`src/design/mis_pkg.sv`:
```
package mis_pkg;
  // Instruction selector codes on the opCode wire, taken from control register bits 3:0.
  localparam logic [3:0] OP_NONE = 4'h0;
  localparam logic [3:0] OP_BIT_CLEAR = 4'h1;
  localparam logic [3:0] OP_INVERT_TO_WORKING = 4'h2;
  localparam logic [3:0] OP_BCD_FIXUP = 4'h3;
  localparam logic [3:0] OP_MINUS_ONE_IN_MEMORY = 4'h4;
  localparam logic [3:0] OP_MINUS_ONE_TO_WORKING = 4'h5;
  localparam logic [3:0] OP_WATCHDOG_CLEAR = 4'h6;
  localparam logic [3:0] OP_PRECLEAR_FIRST = 4'h7;
  localparam logic [3:0] OP_PRECLEAR_SECOND = 4'h8;
  localparam logic [3:0] OP_POWER_DOWN = 4'h9;
  // Register offsets on the AXI4-Lite bus.
  localparam logic [7:0] ADDR_CONTROL = 8'h00;
  localparam logic [7:0] ADDR_OPERAND = 8'h04;
  localparam logic [7:0] ADDR_WORKING = 8'h08;
  localparam logic [7:0] ADDR_STATUS = 8'h0C;
  localparam logic [7:0] ADDR_RESULT = 8'h10;
  localparam logic [7:0] ADDR_WATCHDOG = 8'h14;
  // Status register field positions.
  localparam int STAT_CARRY = 0;
  localparam int STAT_HALF_CARRY = 1;
  localparam int STAT_TIME_OUT = 2;
  localparam int STAT_SLEEP = 3;
  localparam int STAT_HALTED = 4;
  localparam int STAT_MEM_WRITE = 5;
  // Decimal adjust constants.
  localparam logic [3:0] BCD_LIMIT = 4'h9;
  localparam logic [4:0] BCD_FIX = 5'h06;
  // Reset values and bus response codes.
  localparam logic [7:0] RST_BYTE = 8'h00;
  localparam logic [15:0] RST_WATCHDOG = 16'h0000;
  localparam logic [2:0] RST_PRESCALE = 3'h0;
  localparam logic [1:0] RESP_OKAY = 2'h0;
  localparam logic [1:0] RESP_SLVERR = 2'h2;
endpackage

```
`src/design/mis_bcd_fixup.sv`:
```
`timescale 1ns/1ps
`default_nettype none
module mis_bcd_fixup
  import mis_pkg::*;
(
  // Operands.
  input wire logic [7:0] working,
  input wire logic halfCarry,
  input wire logic carryIn,
  // Results.
  output logic [7:0] adjusted,
  output logic carryOut
);
  logic lowFix;
  logic [4:0] lowSum;
  logic nibbleCarryInternal;
  logic [4:0] highBase;
  logic highFix;
  logic [4:0] highSum;

  // Low nibble gets six added when above nine or half carry is set.
  assign lowFix = (working[3:0] > BCD_LIMIT) || halfCarry;
  assign lowSum = lowFix ? ({1'b0, working[3:0]} + BCD_FIX) : {1'b0, working[3:0]};
  // The internal carry follows the documented operation: it is set when the low nibble is adjusted and half carry is clear.
  assign nibbleCarryInternal = lowFix & ~halfCarry;
  // High nibble absorbs the internal carry, then six more when needed.
  assign highBase = {1'b0, working[7:4]} + {4'h0, nibbleCarryInternal};
  assign highFix = (highBase > {1'b0, BCD_LIMIT}) || carryIn;
  assign highSum = highFix ? (highBase + BCD_FIX) : highBase;
  assign adjusted = {highSum[3:0], lowSum[3:0]};
  // Carry may only be set here, never cleared.
  assign carryOut = highFix ? 1'b1 : carryIn;
endmodule // mis_bcd_fixup
`default_nettype wire

```
`src/design/mis_core.sv`:
```
`timescale 1ns/1ps
`default_nettype none
module mis_core
  import mis_pkg::*;
(
  // Clock and reset.
  input wire logic clk,
  input wire logic sys_rst,
  // AXI4-Lite write address.
  input wire logic [7:0] s_axi_awaddr,
  input wire logic s_axi_awvalid,
  output logic s_axi_awready,
  // AXI4-Lite write data.
  input wire logic [31:0] s_axi_wdata,
  input wire logic [3:0] s_axi_wstrb,
  input wire logic s_axi_wvalid,
  output logic s_axi_wready,
  // AXI4-Lite write response.
  output logic [1:0] s_axi_bresp,
  output logic s_axi_bvalid,
  input wire logic s_axi_bready,
  // AXI4-Lite read address.
  input wire logic [7:0] s_axi_araddr,
  input wire logic s_axi_arvalid,
  output logic s_axi_arready,
  // AXI4-Lite read data.
  output logic [31:0] s_axi_rdata,
  output logic [1:0] s_axi_rresp,
  output logic s_axi_rvalid,
  input wire logic s_axi_rready,
  // Core state.
  output logic sysClockRun
);
  typedef enum logic [2:0] {
    ST_IDLE = 3'b001,
    ST_RESP = 3'b010,
    ST_HOLD = 3'b100
  } mis_wstate_type;

  mis_wstate_type wState_r;
  logic awHeld_r;
  logic wHeld_r;
  logic [7:0] awAddr_r;
  logic [31:0] wData_r;
  logic [3:0] wStrb_r;
  logic [1:0] bResp_r;
  logic rValid_r;
  logic [31:0] rData_r;
  logic [1:0] rResp_r;
  logic awReady_r;
  logic wReady_r;
  logic arReady_r;
  logic [7:0] operand_r;
  logic [7:0] working_r;
  logic [7:0] result_r;
  logic [2:0] bitSel_r;
  logic carry_r;
  logic halfCarry_r;
  logic zero_r;
  logic timeOut_r;
  logic sleep_r;
  logic halted_r;
  logic memWrite_r;
  logic preclearFirst_r;
  logic preclearSecond_r;
  logic [15:0] watchdog_r;
  logic [2:0] prescale_r;
  logic clkRun_r;

  // Lane merge used for the software written operand and working byte registers.
  function automatic logic [7:0] lane0(input logic [7:0] old, input logic [31:0] d,
                                       input logic [3:0] s);
    lane0 = s[0] ? d[7:0] : old;
  endfunction

  // Write path: both channels captured independently, in either order.
  wire awTake = s_axi_awvalid && awReady_r;
  wire wTake = s_axi_wvalid && wReady_r;
  wire haveAw = awHeld_r || awTake;
  wire haveW = wHeld_r || wTake;
  wire [7:0] wAddr = awTake ? s_axi_awaddr : awAddr_r;
  wire [31:0] wData = wTake ? s_axi_wdata : wData_r;
  wire [3:0] wStrb = wTake ? s_axi_wstrb : wStrb_r;
  wire doWrite = (wState_r == ST_IDLE) && haveAw && haveW;
  wire wMapped = (wAddr == ADDR_CONTROL) || (wAddr == ADDR_OPERAND) ||
                 (wAddr == ADDR_WORKING) || (wAddr == ADDR_STATUS);
  wire ctrlWrite = doWrite && (wAddr == ADDR_CONTROL) && wStrb[0];
  wire [3:0] opCode = ctrlWrite ? wData[3:0] : OP_NONE;
  wire [2:0] opBit = wData[6:4];
  // Instructions are refused while powered down; only a status write wakes the core.
  wire exec = ctrlWrite && !halted_r;

  // Datapath results.
  wire [7:0] minusOne = operand_r - 8'h01;
  wire [7:0] inverted = ~operand_r;
  wire [7:0] bcdAdjusted;
  wire bcdCarry;
  wire [7:0] clrMask = ~(8'h01 << opBit);

  mis_bcd_fixup uBcd (
    .working(working_r),
    .halfCarry(halfCarry_r),
    .carryIn(carry_r),
    .adjusted(bcdAdjusted),
    .carryOut(bcdCarry)
  );

  // Preclear pairing: both halves needed before a preclear clears the watchdog; the direct clear needs neither.
  wire isFirst = exec && (opCode == OP_PRECLEAR_FIRST);
  wire isSecond = exec && (opCode == OP_PRECLEAR_SECOND);
  wire pairDone = (isFirst && preclearSecond_r) || (isSecond && preclearFirst_r);
  wire wdClear = (exec && (opCode == OP_WATCHDOG_CLEAR)) || pairDone;
  wire powerDown = exec && (opCode == OP_POWER_DOWN);
  wire statWrite = doWrite && (wAddr == ADDR_STATUS) && wStrb[0];

  // Bus handshake sequencing.
  always_ff @(posedge clk or posedge sys_rst) begin
    if (sys_rst) begin
      wState_r <= ST_IDLE;
      awHeld_r <= 1'b0;
      wHeld_r <= 1'b0;
      awAddr_r <= RST_BYTE;
      wData_r <= 32'h0000_0000;
      wStrb_r <= 4'h0;
      bResp_r <= RESP_OKAY;
      awReady_r <= 1'b1;
      wReady_r <= 1'b1;
    end else begin
      if (awTake) begin
        awAddr_r <= s_axi_awaddr;
      end
      if (wTake) begin
        wData_r <= s_axi_wdata;
        wStrb_r <= s_axi_wstrb;
      end
      case (wState_r)
        ST_IDLE: begin
          if (doWrite) begin
            wState_r <= ST_RESP;
            awHeld_r <= 1'b0;
            wHeld_r <= 1'b0;
            awReady_r <= 1'b0;
            wReady_r <= 1'b0;
            bResp_r <= wMapped ? RESP_OKAY : RESP_SLVERR;
          end else begin
            awHeld_r <= haveAw;
            wHeld_r <= haveW;
            awReady_r <= !haveAw;
            wReady_r <= !haveW;
          end
        end
        ST_RESP: begin
          if (s_axi_bready) begin
            wState_r <= ST_HOLD;
          end
        end
        ST_HOLD: begin
          wState_r <= ST_IDLE;
          awReady_r <= 1'b1;
          wReady_r <= 1'b1;
        end
        default: begin
          wState_r <= ST_IDLE;
        end
      endcase
    end
  end

  // Data registers and instruction execution.
  always_ff @(posedge clk or posedge sys_rst) begin
    if (sys_rst) begin
      operand_r <= RST_BYTE;
      working_r <= RST_BYTE;
      result_r <= RST_BYTE;
      bitSel_r <= 3'h0;
      carry_r <= 1'b0;
      halfCarry_r <= 1'b0;
      zero_r <= 1'b0;
      memWrite_r <= 1'b0;
    end else begin
      if (doWrite && (wAddr == ADDR_OPERAND)) begin
        operand_r <= lane0(operand_r, wData, wStrb);
      end
      if (doWrite && (wAddr == ADDR_WORKING)) begin
        working_r <= lane0(working_r, wData, wStrb);
      end
      if (statWrite) begin
        carry_r <= wData[STAT_CARRY];
        halfCarry_r <= wData[STAT_HALF_CARRY];
      end
      if (exec) begin
        memWrite_r <= 1'b0;
        case (opCode)
          OP_BIT_CLEAR: begin
            operand_r <= operand_r & clrMask;
            result_r <= operand_r & clrMask;
            bitSel_r <= opBit;
            memWrite_r <= 1'b1;
          end
          OP_INVERT_TO_WORKING: begin
            working_r <= inverted;
            zero_r <= (inverted == RST_BYTE);
          end
          OP_BCD_FIXUP: begin
            operand_r <= bcdAdjusted;
            result_r <= bcdAdjusted;
            carry_r <= bcdCarry;
            memWrite_r <= 1'b1;
          end
          OP_MINUS_ONE_IN_MEMORY: begin
            operand_r <= minusOne;
            result_r <= minusOne;
            zero_r <= (minusOne == RST_BYTE);
            memWrite_r <= 1'b1;
          end
          OP_MINUS_ONE_TO_WORKING: begin
            // Memory byte is deliberately not written here.
            working_r <= minusOne;
            zero_r <= (minusOne == RST_BYTE);
          end
          default: begin
            result_r <= result_r;
          end
        endcase
      end
    end
  end

  // Watchdog, flags and power-down; a software clear or power-down wins over the set from hardware.
  always_ff @(posedge clk or posedge sys_rst) begin
    if (sys_rst) begin
      timeOut_r <= 1'b0;
      sleep_r <= 1'b0;
      halted_r <= 1'b0;
      preclearFirst_r <= 1'b0;
      preclearSecond_r <= 1'b0;
      watchdog_r <= RST_WATCHDOG;
      prescale_r <= RST_PRESCALE;
      clkRun_r <= 1'b1;
    end else begin
      if (wdClear || powerDown) begin
        watchdog_r <= RST_WATCHDOG;
        prescale_r <= RST_PRESCALE;
      end else if (!halted_r) begin
        prescale_r <= prescale_r + 3'h1;
        if (prescale_r == 3'h7) begin
          watchdog_r <= watchdog_r + 16'h0001;
          if (watchdog_r == 16'hFFFF) begin
            timeOut_r <= 1'b1;
          end
        end
      end
      if (pairDone || wdClear) begin
        preclearFirst_r <= 1'b0;
        preclearSecond_r <= 1'b0;
      end else begin
        preclearFirst_r <= preclearFirst_r | isFirst;
        preclearSecond_r <= preclearSecond_r | isSecond;
      end
      if (wdClear) begin
        timeOut_r <= 1'b0;
        sleep_r <= 1'b0;
      end
      if (powerDown) begin
        sleep_r <= 1'b1;
        timeOut_r <= 1'b0;
        halted_r <= 1'b1;
        clkRun_r <= 1'b0;
      end else if (statWrite && !wData[STAT_HALTED]) begin
        halted_r <= 1'b0;
        clkRun_r <= 1'b1;
      end
    end
  end

  // Read path, one outstanding read.
  wire arTake = s_axi_arvalid && arReady_r;
  wire [31:0] statusWord = {26'h000_0000, memWrite_r, halted_r, sleep_r, timeOut_r,
                            halfCarry_r, carry_r};
  logic [31:0] rMux;
  logic rOk;
  always_comb begin
    rMux = 32'h0000_0000;
    rOk = 1'b1;
    case (s_axi_araddr)
      ADDR_CONTROL: rMux = {27'h000_0000, zero_r, bitSel_r, 1'b0};
      ADDR_OPERAND: rMux = {24'h00_0000, operand_r};
      ADDR_WORKING: rMux = {24'h00_0000, working_r};
      ADDR_STATUS: rMux = statusWord;
      ADDR_RESULT: rMux = {24'h00_0000, result_r};
      ADDR_WATCHDOG: rMux = {16'h0000, watchdog_r};
      default: rOk = 1'b0;
    endcase
  end

  always_ff @(posedge clk or posedge sys_rst) begin
    if (sys_rst) begin
      rValid_r <= 1'b0;
      rData_r <= 32'h0000_0000;
      rResp_r <= RESP_OKAY;
      arReady_r <= 1'b1;
    end else if (arTake) begin
      rValid_r <= 1'b1;
      rData_r <= rMux;
      rResp_r <= rOk ? RESP_OKAY : RESP_SLVERR;
      arReady_r <= 1'b0;
    end else if (rValid_r && s_axi_rready) begin
      rValid_r <= 1'b0;
      arReady_r <= 1'b1;
    end
  end

  assign s_axi_awready = awReady_r;
  assign s_axi_wready = wReady_r;
  assign s_axi_bvalid = (wState_r == ST_RESP);
  assign s_axi_bresp = bResp_r;
  assign s_axi_arready = arReady_r;
  assign s_axi_rvalid = rValid_r;
  assign s_axi_rdata = rData_r;
  assign s_axi_rresp = rResp_r;
  assign sysClockRun = clkRun_r;
endmodule // mis_core
`default_nettype wire

```
`config.mk`:
```
export PLATFORM = sky130hd
export DESIGN_NAME = mis_core
export DESIGN_NICKNAME = d
export VERILOG_FILES = /design/src/design/mis_pkg.sv /design/src/design/mis_bcd_fixup.sv /design/src/design/mis_core.sv
export SDC_FILE = /design/constraint.sdc
export NUM_CORES = 1
export LEC_CHECK = 0
export BUFFER_PORTS_ARGS = -buffer_cell sky130_fd_sc_hd__buf_4
export CORE_UTILIZATION = 35
export DETAILED_ROUTE_END_ITERATION = 10
export GPL_ROUTABILITY_DRIVEN = 0
export SETUP_SLACK_MARGIN = 0.02
export SYNTH_ARGS = -nofsm -noshare
export SYNTH_HDL_FRONTEND = slang
export SYNTH_SLANG_ARGS = --single-unit
```
`constraint.sdc`:
```
create_clock -name clk -period 3.7 [get_ports clk]
set_input_delay 0.185 -clock clk [delete_from_list [all_inputs] [get_ports clk]]
set_output_delay 0.185 -clock clk [all_outputs]
set_load 0.005 [all_outputs]
```
==> results of run 1 <==
## state kept, by name, indices dropped and copies added, names as in the netlist, 3 cells and up
name,flops
wState_r,3
operand_r,8
prescale_r,3
bitSel_r,3
wData_r,8
working_r,8
s_axi_rdata,16
awAddr_r,8
result_r,8
watchdog_r,16
## timing repair
action	in CTS	in global routing
hold buffers	2	0
buffers inserted	0	0
hold endpoints to repair	28	0
## power breakdown
group,switching [mW],internal (mW)
clock network,0.450,0.540
logic,0.657,0.423
registers,0.188,1.29
## cells in the mapped netlist, drive strengths merged, types with 3 or more instances
master	number	share of area [%]
a22oi	3	0.39
o211ai	4	0.52
nor2	51	3.3
buf	27	3.2
nor3	12	1.0
mux4	4	1.6
a21oi	33	2.9
o31a	3	0.46
and4	5	0.76
or2	3	0.33
a21o	4	0.65
nand4	6	0.65
dfrtp	95	41
a211oi	7	0.91
nand3	18	1.6
ha	10	2.2
o221ai	3	0.46
mux2i	33	5.7
o22ai	11	1.2
and2	4	0.43
o22a	4	0.61
nor4b	3	0.72
nand4b	4	0.61
xor2	10	1.5
inv	25	1.6
nor4	3	0.33
clkbuf	23	1.5
a22o	13	2.0
a211o	3	0.46
nor2b	5	0.54
mux2	9	1.8
dfstp	5	2.3
nand2	53	3.5
and3	10	1.1
or4	5	0.78
o21a	5	0.65
xnor2	14	2.1
a31oi	7	0.76
o21ai	31	2.8
## per-stage QoR
stage / hold slack, ns / cells / power [mW]
finish: 0.0242 / 862 / 3.55
global route: 0.0233 / 862 / 3.77
CTS: 0.0193 / 862 / 3.56
detailed placement: 0.195 / 844 / 2.57
global placement: 0.190 / 844 / 2.53
floorplan: 0.243 / 615 / 2.21
## cells by family (layout without fill, tap and decap cells)
family	count (synthesis)	count (layout)
buffers and inverters	75	106
DFF	100	100
adders and majority gates	10	10
and+or+nand+nor	191	191
AOI/OAI and AO/OA	151	151
muxes	46	46
xor gates and xnor gates	24	24
other	1	18
## worst register-to-register path: cells and delay by family, from the launching register on
| family | cells | cell delay, ns |
|---|---|---|
| flip-flops | 1 | 0.60 |
| AND/OR/NAND/NOR | 2 | 0.83 |
| AO/OA/AOI/OAI | 3 | 1.46 |
## final cells by class
| class | instances | share of cell area, % |
|---|---|---|
| clock buffers | 9 | 3.39 |
| clock inverters | 7 | 1.36 |
| inverters | 25 | 1.45 |
| multi-input cells | 440 | 44.5 |
| flip-flops and latches | 100 | 37.8 |
| well taps | 216 | 4.07 |
| repair buffers | 65 | 7.43 |
## worst paths after layout
check	to	slack, ns	cells after the start
worst max-delay path	working_r[6]$_DFF_PP0_	0.66	5
worst min-delay path	wState_r[1]$_DFFE_PP0P_	0.02	2
worst max register to register	working_r[6]$_DFF_PP0_	0.66	5
worst min register to register	result_r[1]$_DFFE_PP0P_	0.49	2
max in group asynchronous	s_axi_wready$_DFFE_PP1P_	2.50	4
min in group asynchronous	watchdog_r[14]$_DFFE_PP0P_	0.37	3
## per-layer routing
metal	vias up	global-route usage (%)	share of wire [%]
li1	2216	-	-
met3	23	3.77	5.2
met4	0	4.99	1.8
met5	-	0	0
met2	158	28.6	46
met1	2307	24.2	47
==> results.txt, run 1 <==
Status -> complete, no violations
Max_cap viols -> 0
Iteration-0 DRC Markers -> 361
Clock latency on the worst-skew pair -> 0.35 ns
Pwr dens -> 535 nW/µm²
Die ar. -> 17,000 µm²
Antenna violations before repair -> 0
CP Capture Type -> register
Max VDD drop -> 0.000388 V
Fraction of layout cells with a size suffix above 1 -> 17.2%
Post-synthesis mux area share -> 9.05%
Worst Hold Launch -> s_axi_bready
Vias in the first global route -> 4,609
Leakage -> 3.05 nW
CP max-delay cell -> a21oi_1
Avg WL per Cell -> 16.6 µm
H-tree Lvls -> 3
Average size of a mapped cell -> 9.64 µm²
Final setup TNS -> 0 ns
Synth-to-layout area growth -> 15.2%
Clock sinks -> 100
Register area -> 2510 µm²
Utilization after layout -> 41.5%
Worst setup SP type -> register
Slew margin rel. -> 41.4%
Ys async rst share -> 100%
Average vias per placed instance -> 5.46
Most used DFF post-synth -> dfrtp_1
Unrepaired setup endpoints after global routing -> no
Core area -> 16,000 µm²
Final nets -> 710
Final setup margin -> 0.664 ns
Pre-CTS setup slack -> 0.702 ns
Critical path fanouts, max -> 13
Die Width -> 130 µm
CTS Buf Count -> 9
Critical-path cell list -> nand2_1, or4_4, a2111o_1, a21oi_1, o22ai_1
Largest family of logic cells by synthesized area -> compound AO/OA/AOI/OAI gates
Finished Cell Area -> 6640 µm²
Port buffer count -> 55
Pre-antenna DRT Iters -> 5
CP Class -> register to register
CTS tree -> built
Multi-input gate area -> 2950 µm²
Final routed DRC violation total -> 0
Max Freq -> 329 MHz
CTS max path bufs -> 2
Syn. warnings -> 0
I/O Pins -> 101
Period utilization -> 82.1%
Grt ovf -> 0
Worst slew pin tran -> 0.870 ns
Simple logic cell fraction of the synthesized area -> 17.0%
GRT Util Overall -> 17.8%
Commonest non-fill, non-tap cell in the layout -> dfrtp_1
Required time of the critical path -> 3.90 ns
Layout Skew -> 0.0130 ns
Start point of the critical path -> s_axi_awready$_DFFE_PP1P_
Via count -> 4,704
Final wirelength -> 14,300 µm
Final Hold Fails -> 0
Max incr delay on CP -> 0.64 ns
First-pass GRT wire length -> 23,600 µm
WP buf/inv -> 0
Reg clk slew, reported paths -> 0.07 ns
# fillers -> 1,559
FP Rows -> 46
Yosys reg bits -> 100
RR Startpoint -> s_axi_awready$_DFFE_PP1P_
Antenna cells -> 0
Critical Path AT -> 3.23 ns
Detail Placement HPWL -> 10,600 µm
Largest net degree at the start of global routing -> 38
Initial Util -> 36.0%
EDFF count, synth -> 0
Synthesized cell area -> 5760 µm²
Root Driver -> clkbuf_16
Final critical-path required period -> 3.04 ns
# setup viols final -> 0
Hold WC Path Type -> input port to register
Post-Synth XOR/XNOR Area -> 3.65%
Synth Area in Compound Gates -> 18.2%
Commonest cells after routing, fill and taps aside -> dfrtp_1, buf_4, nand2_1
Adder-cell share of the synthesized area -> 2.17%
Placed cell areas -> 6300 µm²
Slew Viols, Final -> 0
Cts repair resizes -> 0
Antenna Nets Post-Route -> 0
Synth unique cells -> 70
Die height -> 130 µm
Top Family by Delay on Critical Path -> compound AO/OA/AOI/OAI gates
Seq/Total Area, Yosys -> 43.5%
Synthesized netlist cell count -> 598
(Power assumes the default switching activity.)
==> inputs of run 2 (changes only) <==
clock period = 2.6 ns   (was 3.7 ns; I/O delays follow)
==> run 2 against run 1 <==
  * Fmax grew 23%
  * Flip-flop and latch count unchanged
  * Register-to-register slack lost 0.54 ns
  * Power grew 44%
  * Clock power increased by 27%
  * Hold slack got worse by 0.0019 ns
  * Highest routed layer unchanged
==> results.txt, run 2 (synthesis results as in run 1) <==
Antenna Nets Post-Route -> 0
Required time of the critical path -> 2.83 ns
Average vias per placed instance -> 5.32
Die height -> 130 µm
Final setup TNS -> 0 ns
Final critical-path required period -> 2.47 ns
Vias in the first global route -> 4,862
CTS max path bufs -> 2
GRT Util Overall -> 19.5%
Hold WC Path Type -> input port to register
Power, Total -> 5.10 mW
Root Driver -> clkbuf_16
CP Class -> register to register
Period utilization -> 95.1%
FP Rows -> 46
Hold WS -> 0.0223 ns
Worst slew pin tran -> 0.972 ns
# setup viols final -> 0
Reg clk slew, reported paths -> 0.07 ns
Antenna violations before repair -> 0
Pre-CTS setup slack -> -0.0670 ns
Max_cap viols -> 0
Fraction of layout cells with a size suffix above 1 -> 22.9%
Clock latency on the worst-skew pair -> 0.35 ns
Max VDD drop -> 0.000596 V
CTS Buf Count -> 9
# fillers -> 1,574
Die ar. -> 17,000 µm²
Grt ovf -> 0
Max Freq -> 405 MHz
Port buffer count -> 55
Pre-antenna DRT Iters -> 4
Commonest cells after routing, fill and taps aside -> buf_4, dfrtp_1, nand2_1
Status -> complete, no violations
Final Hold Fails -> 0
Die Width -> 130 µm
Leakage -> 3.25 nW
Unrepaired setup endpoints after global routing -> yes
I/O Pins -> 101
Iteration-0 DRC Markers -> 281
Final nets -> 752
Via count -> 4,802
Non-Filler Instances -> 903
H-tree Lvls -> 3
Slew margin rel. -> 34.5%
Layout Skew -> 0.00795 ns
Final wirelength -> 15,200 µm
Post-CTS Repair Setup Buffers -> 0
Core area -> 16,000 µm²
Critical Path AT -> 2.70 ns
Clock sinks -> 100
Placed instance count -> 884
Detail Placement HPWL -> 11,600 µm
CP Capture Type -> register
Antenna cells -> 0
Slew Viols, Final -> 0
Critical path fanouts, max -> 8
Start point of the critical path -> s_axi_awready$_DFFE_PP1P_
Synth-to-layout area growth -> 20.7%
Pwr dens -> 734 nW/µm²
Largest net degree at the start of global routing -> 48
CTS tree -> built
Final routed DRC violation total -> 0
First-pass GRT wire length -> 25,400 µm
Commonest non-fill, non-tap cell in the layout -> buf_4
Avg WL per Cell -> 16.9 µm
Initial Util -> 36.0%
Worst setup SP type -> register
Worst Hold Launch -> s_axi_awaddr[4]
Final setup margin -> 0.128 ns
RR Startpoint -> s_axi_awready$_DFFE_PP1P_
run 2: cell count changes in the layout (fill, tap and decap cells not counted), sizes merged:
| cell | before | now |
|---|---|---|
| buf | 63 | 103 |
| bufinv | 1 | 0 |
| clkbuf | 9 | 10 |
| clkinv | 1 | 2 |
| dlygate4sd3 | 2 | 4 |
| inv | 28 | 26 |
run 2: where the power goes:
group          internal (mW)  switching [mW]
combinational          0.737           0.997
clock                  0.652           0.606
sequential              1.84           0.269
total                   3.23            1.87
run 2: path summary, 6_finish.rpt:
path | cells past startpoint | to | slack (ns)
min reg2reg | 2 | s_axi_rdata[4]$_DFFE_PP0P_ | 0.49
min | 2 | awAddr_r[4]$_DFF_PP0_ | 0.02
max | 6 | operand_r[6]$_DFF_PP0_ | 0.13
max in group asynchronous | 4 | working_r[7]$_DFF_PP0_ | 1.38
min in group asynchronous | 3 | watchdog_r[4]$_DFFE_PP0P_ | 0.31
max reg2reg | 6 | operand_r[6]$_DFF_PP0_ | 0.13
run 2: repair_timing:
| action | CTS | global route |
|---|---|---|
| hold endpoints to repair | 16 | 0 |
| gates resized for setup | 0 | 8 |
| setup endpoints to repair | 0 | 29 |
| hold buffers | 4 | 0 |
run 2: stage by stage:
step | utilization (%) | cell area (µm²)
2_1_floorplan | - | 5830
3_3_place_gp | 41.4 | 6620
3_5_place_dp | 41.4 | 6620
4_1_cts | 43.3 | 6920
5_1_grt | 43.5 | 6960
6_report | 43.5 | 6960
run 2: critical path: stages, from the launching register on:
cell     delay (ns)
dfstp_2        0.61
nand2_2        0.08
or4_4          0.47
a21o_4         0.23
or4_4          0.65
mux2i_1        0.21
mux2i_1        0.10
run 2: layout make-up:
class	instances	area [µm²]	share of cell area [%]
clock inverter	5	37.5	0.540
inverter	25	97.6	1.40
timing repair buffer	107	826	11.9
sequential	100	2510	36.1
clock buffer	10	229	3.29
multi-input combinational	440	2990	42.9
tap	216	270	3.88
run 2: metal layers:
metal / share of wire (%) / vias up / GRT usage (%)
met5: 0 / - / 0
met4: 2.1 / 0 / 7.46
met3: 6.7 / 22 / 4.55
met2: 47 / 156 / 31.1
met1: 44 / 2322 / 25.7
li1: - / 2302 / -
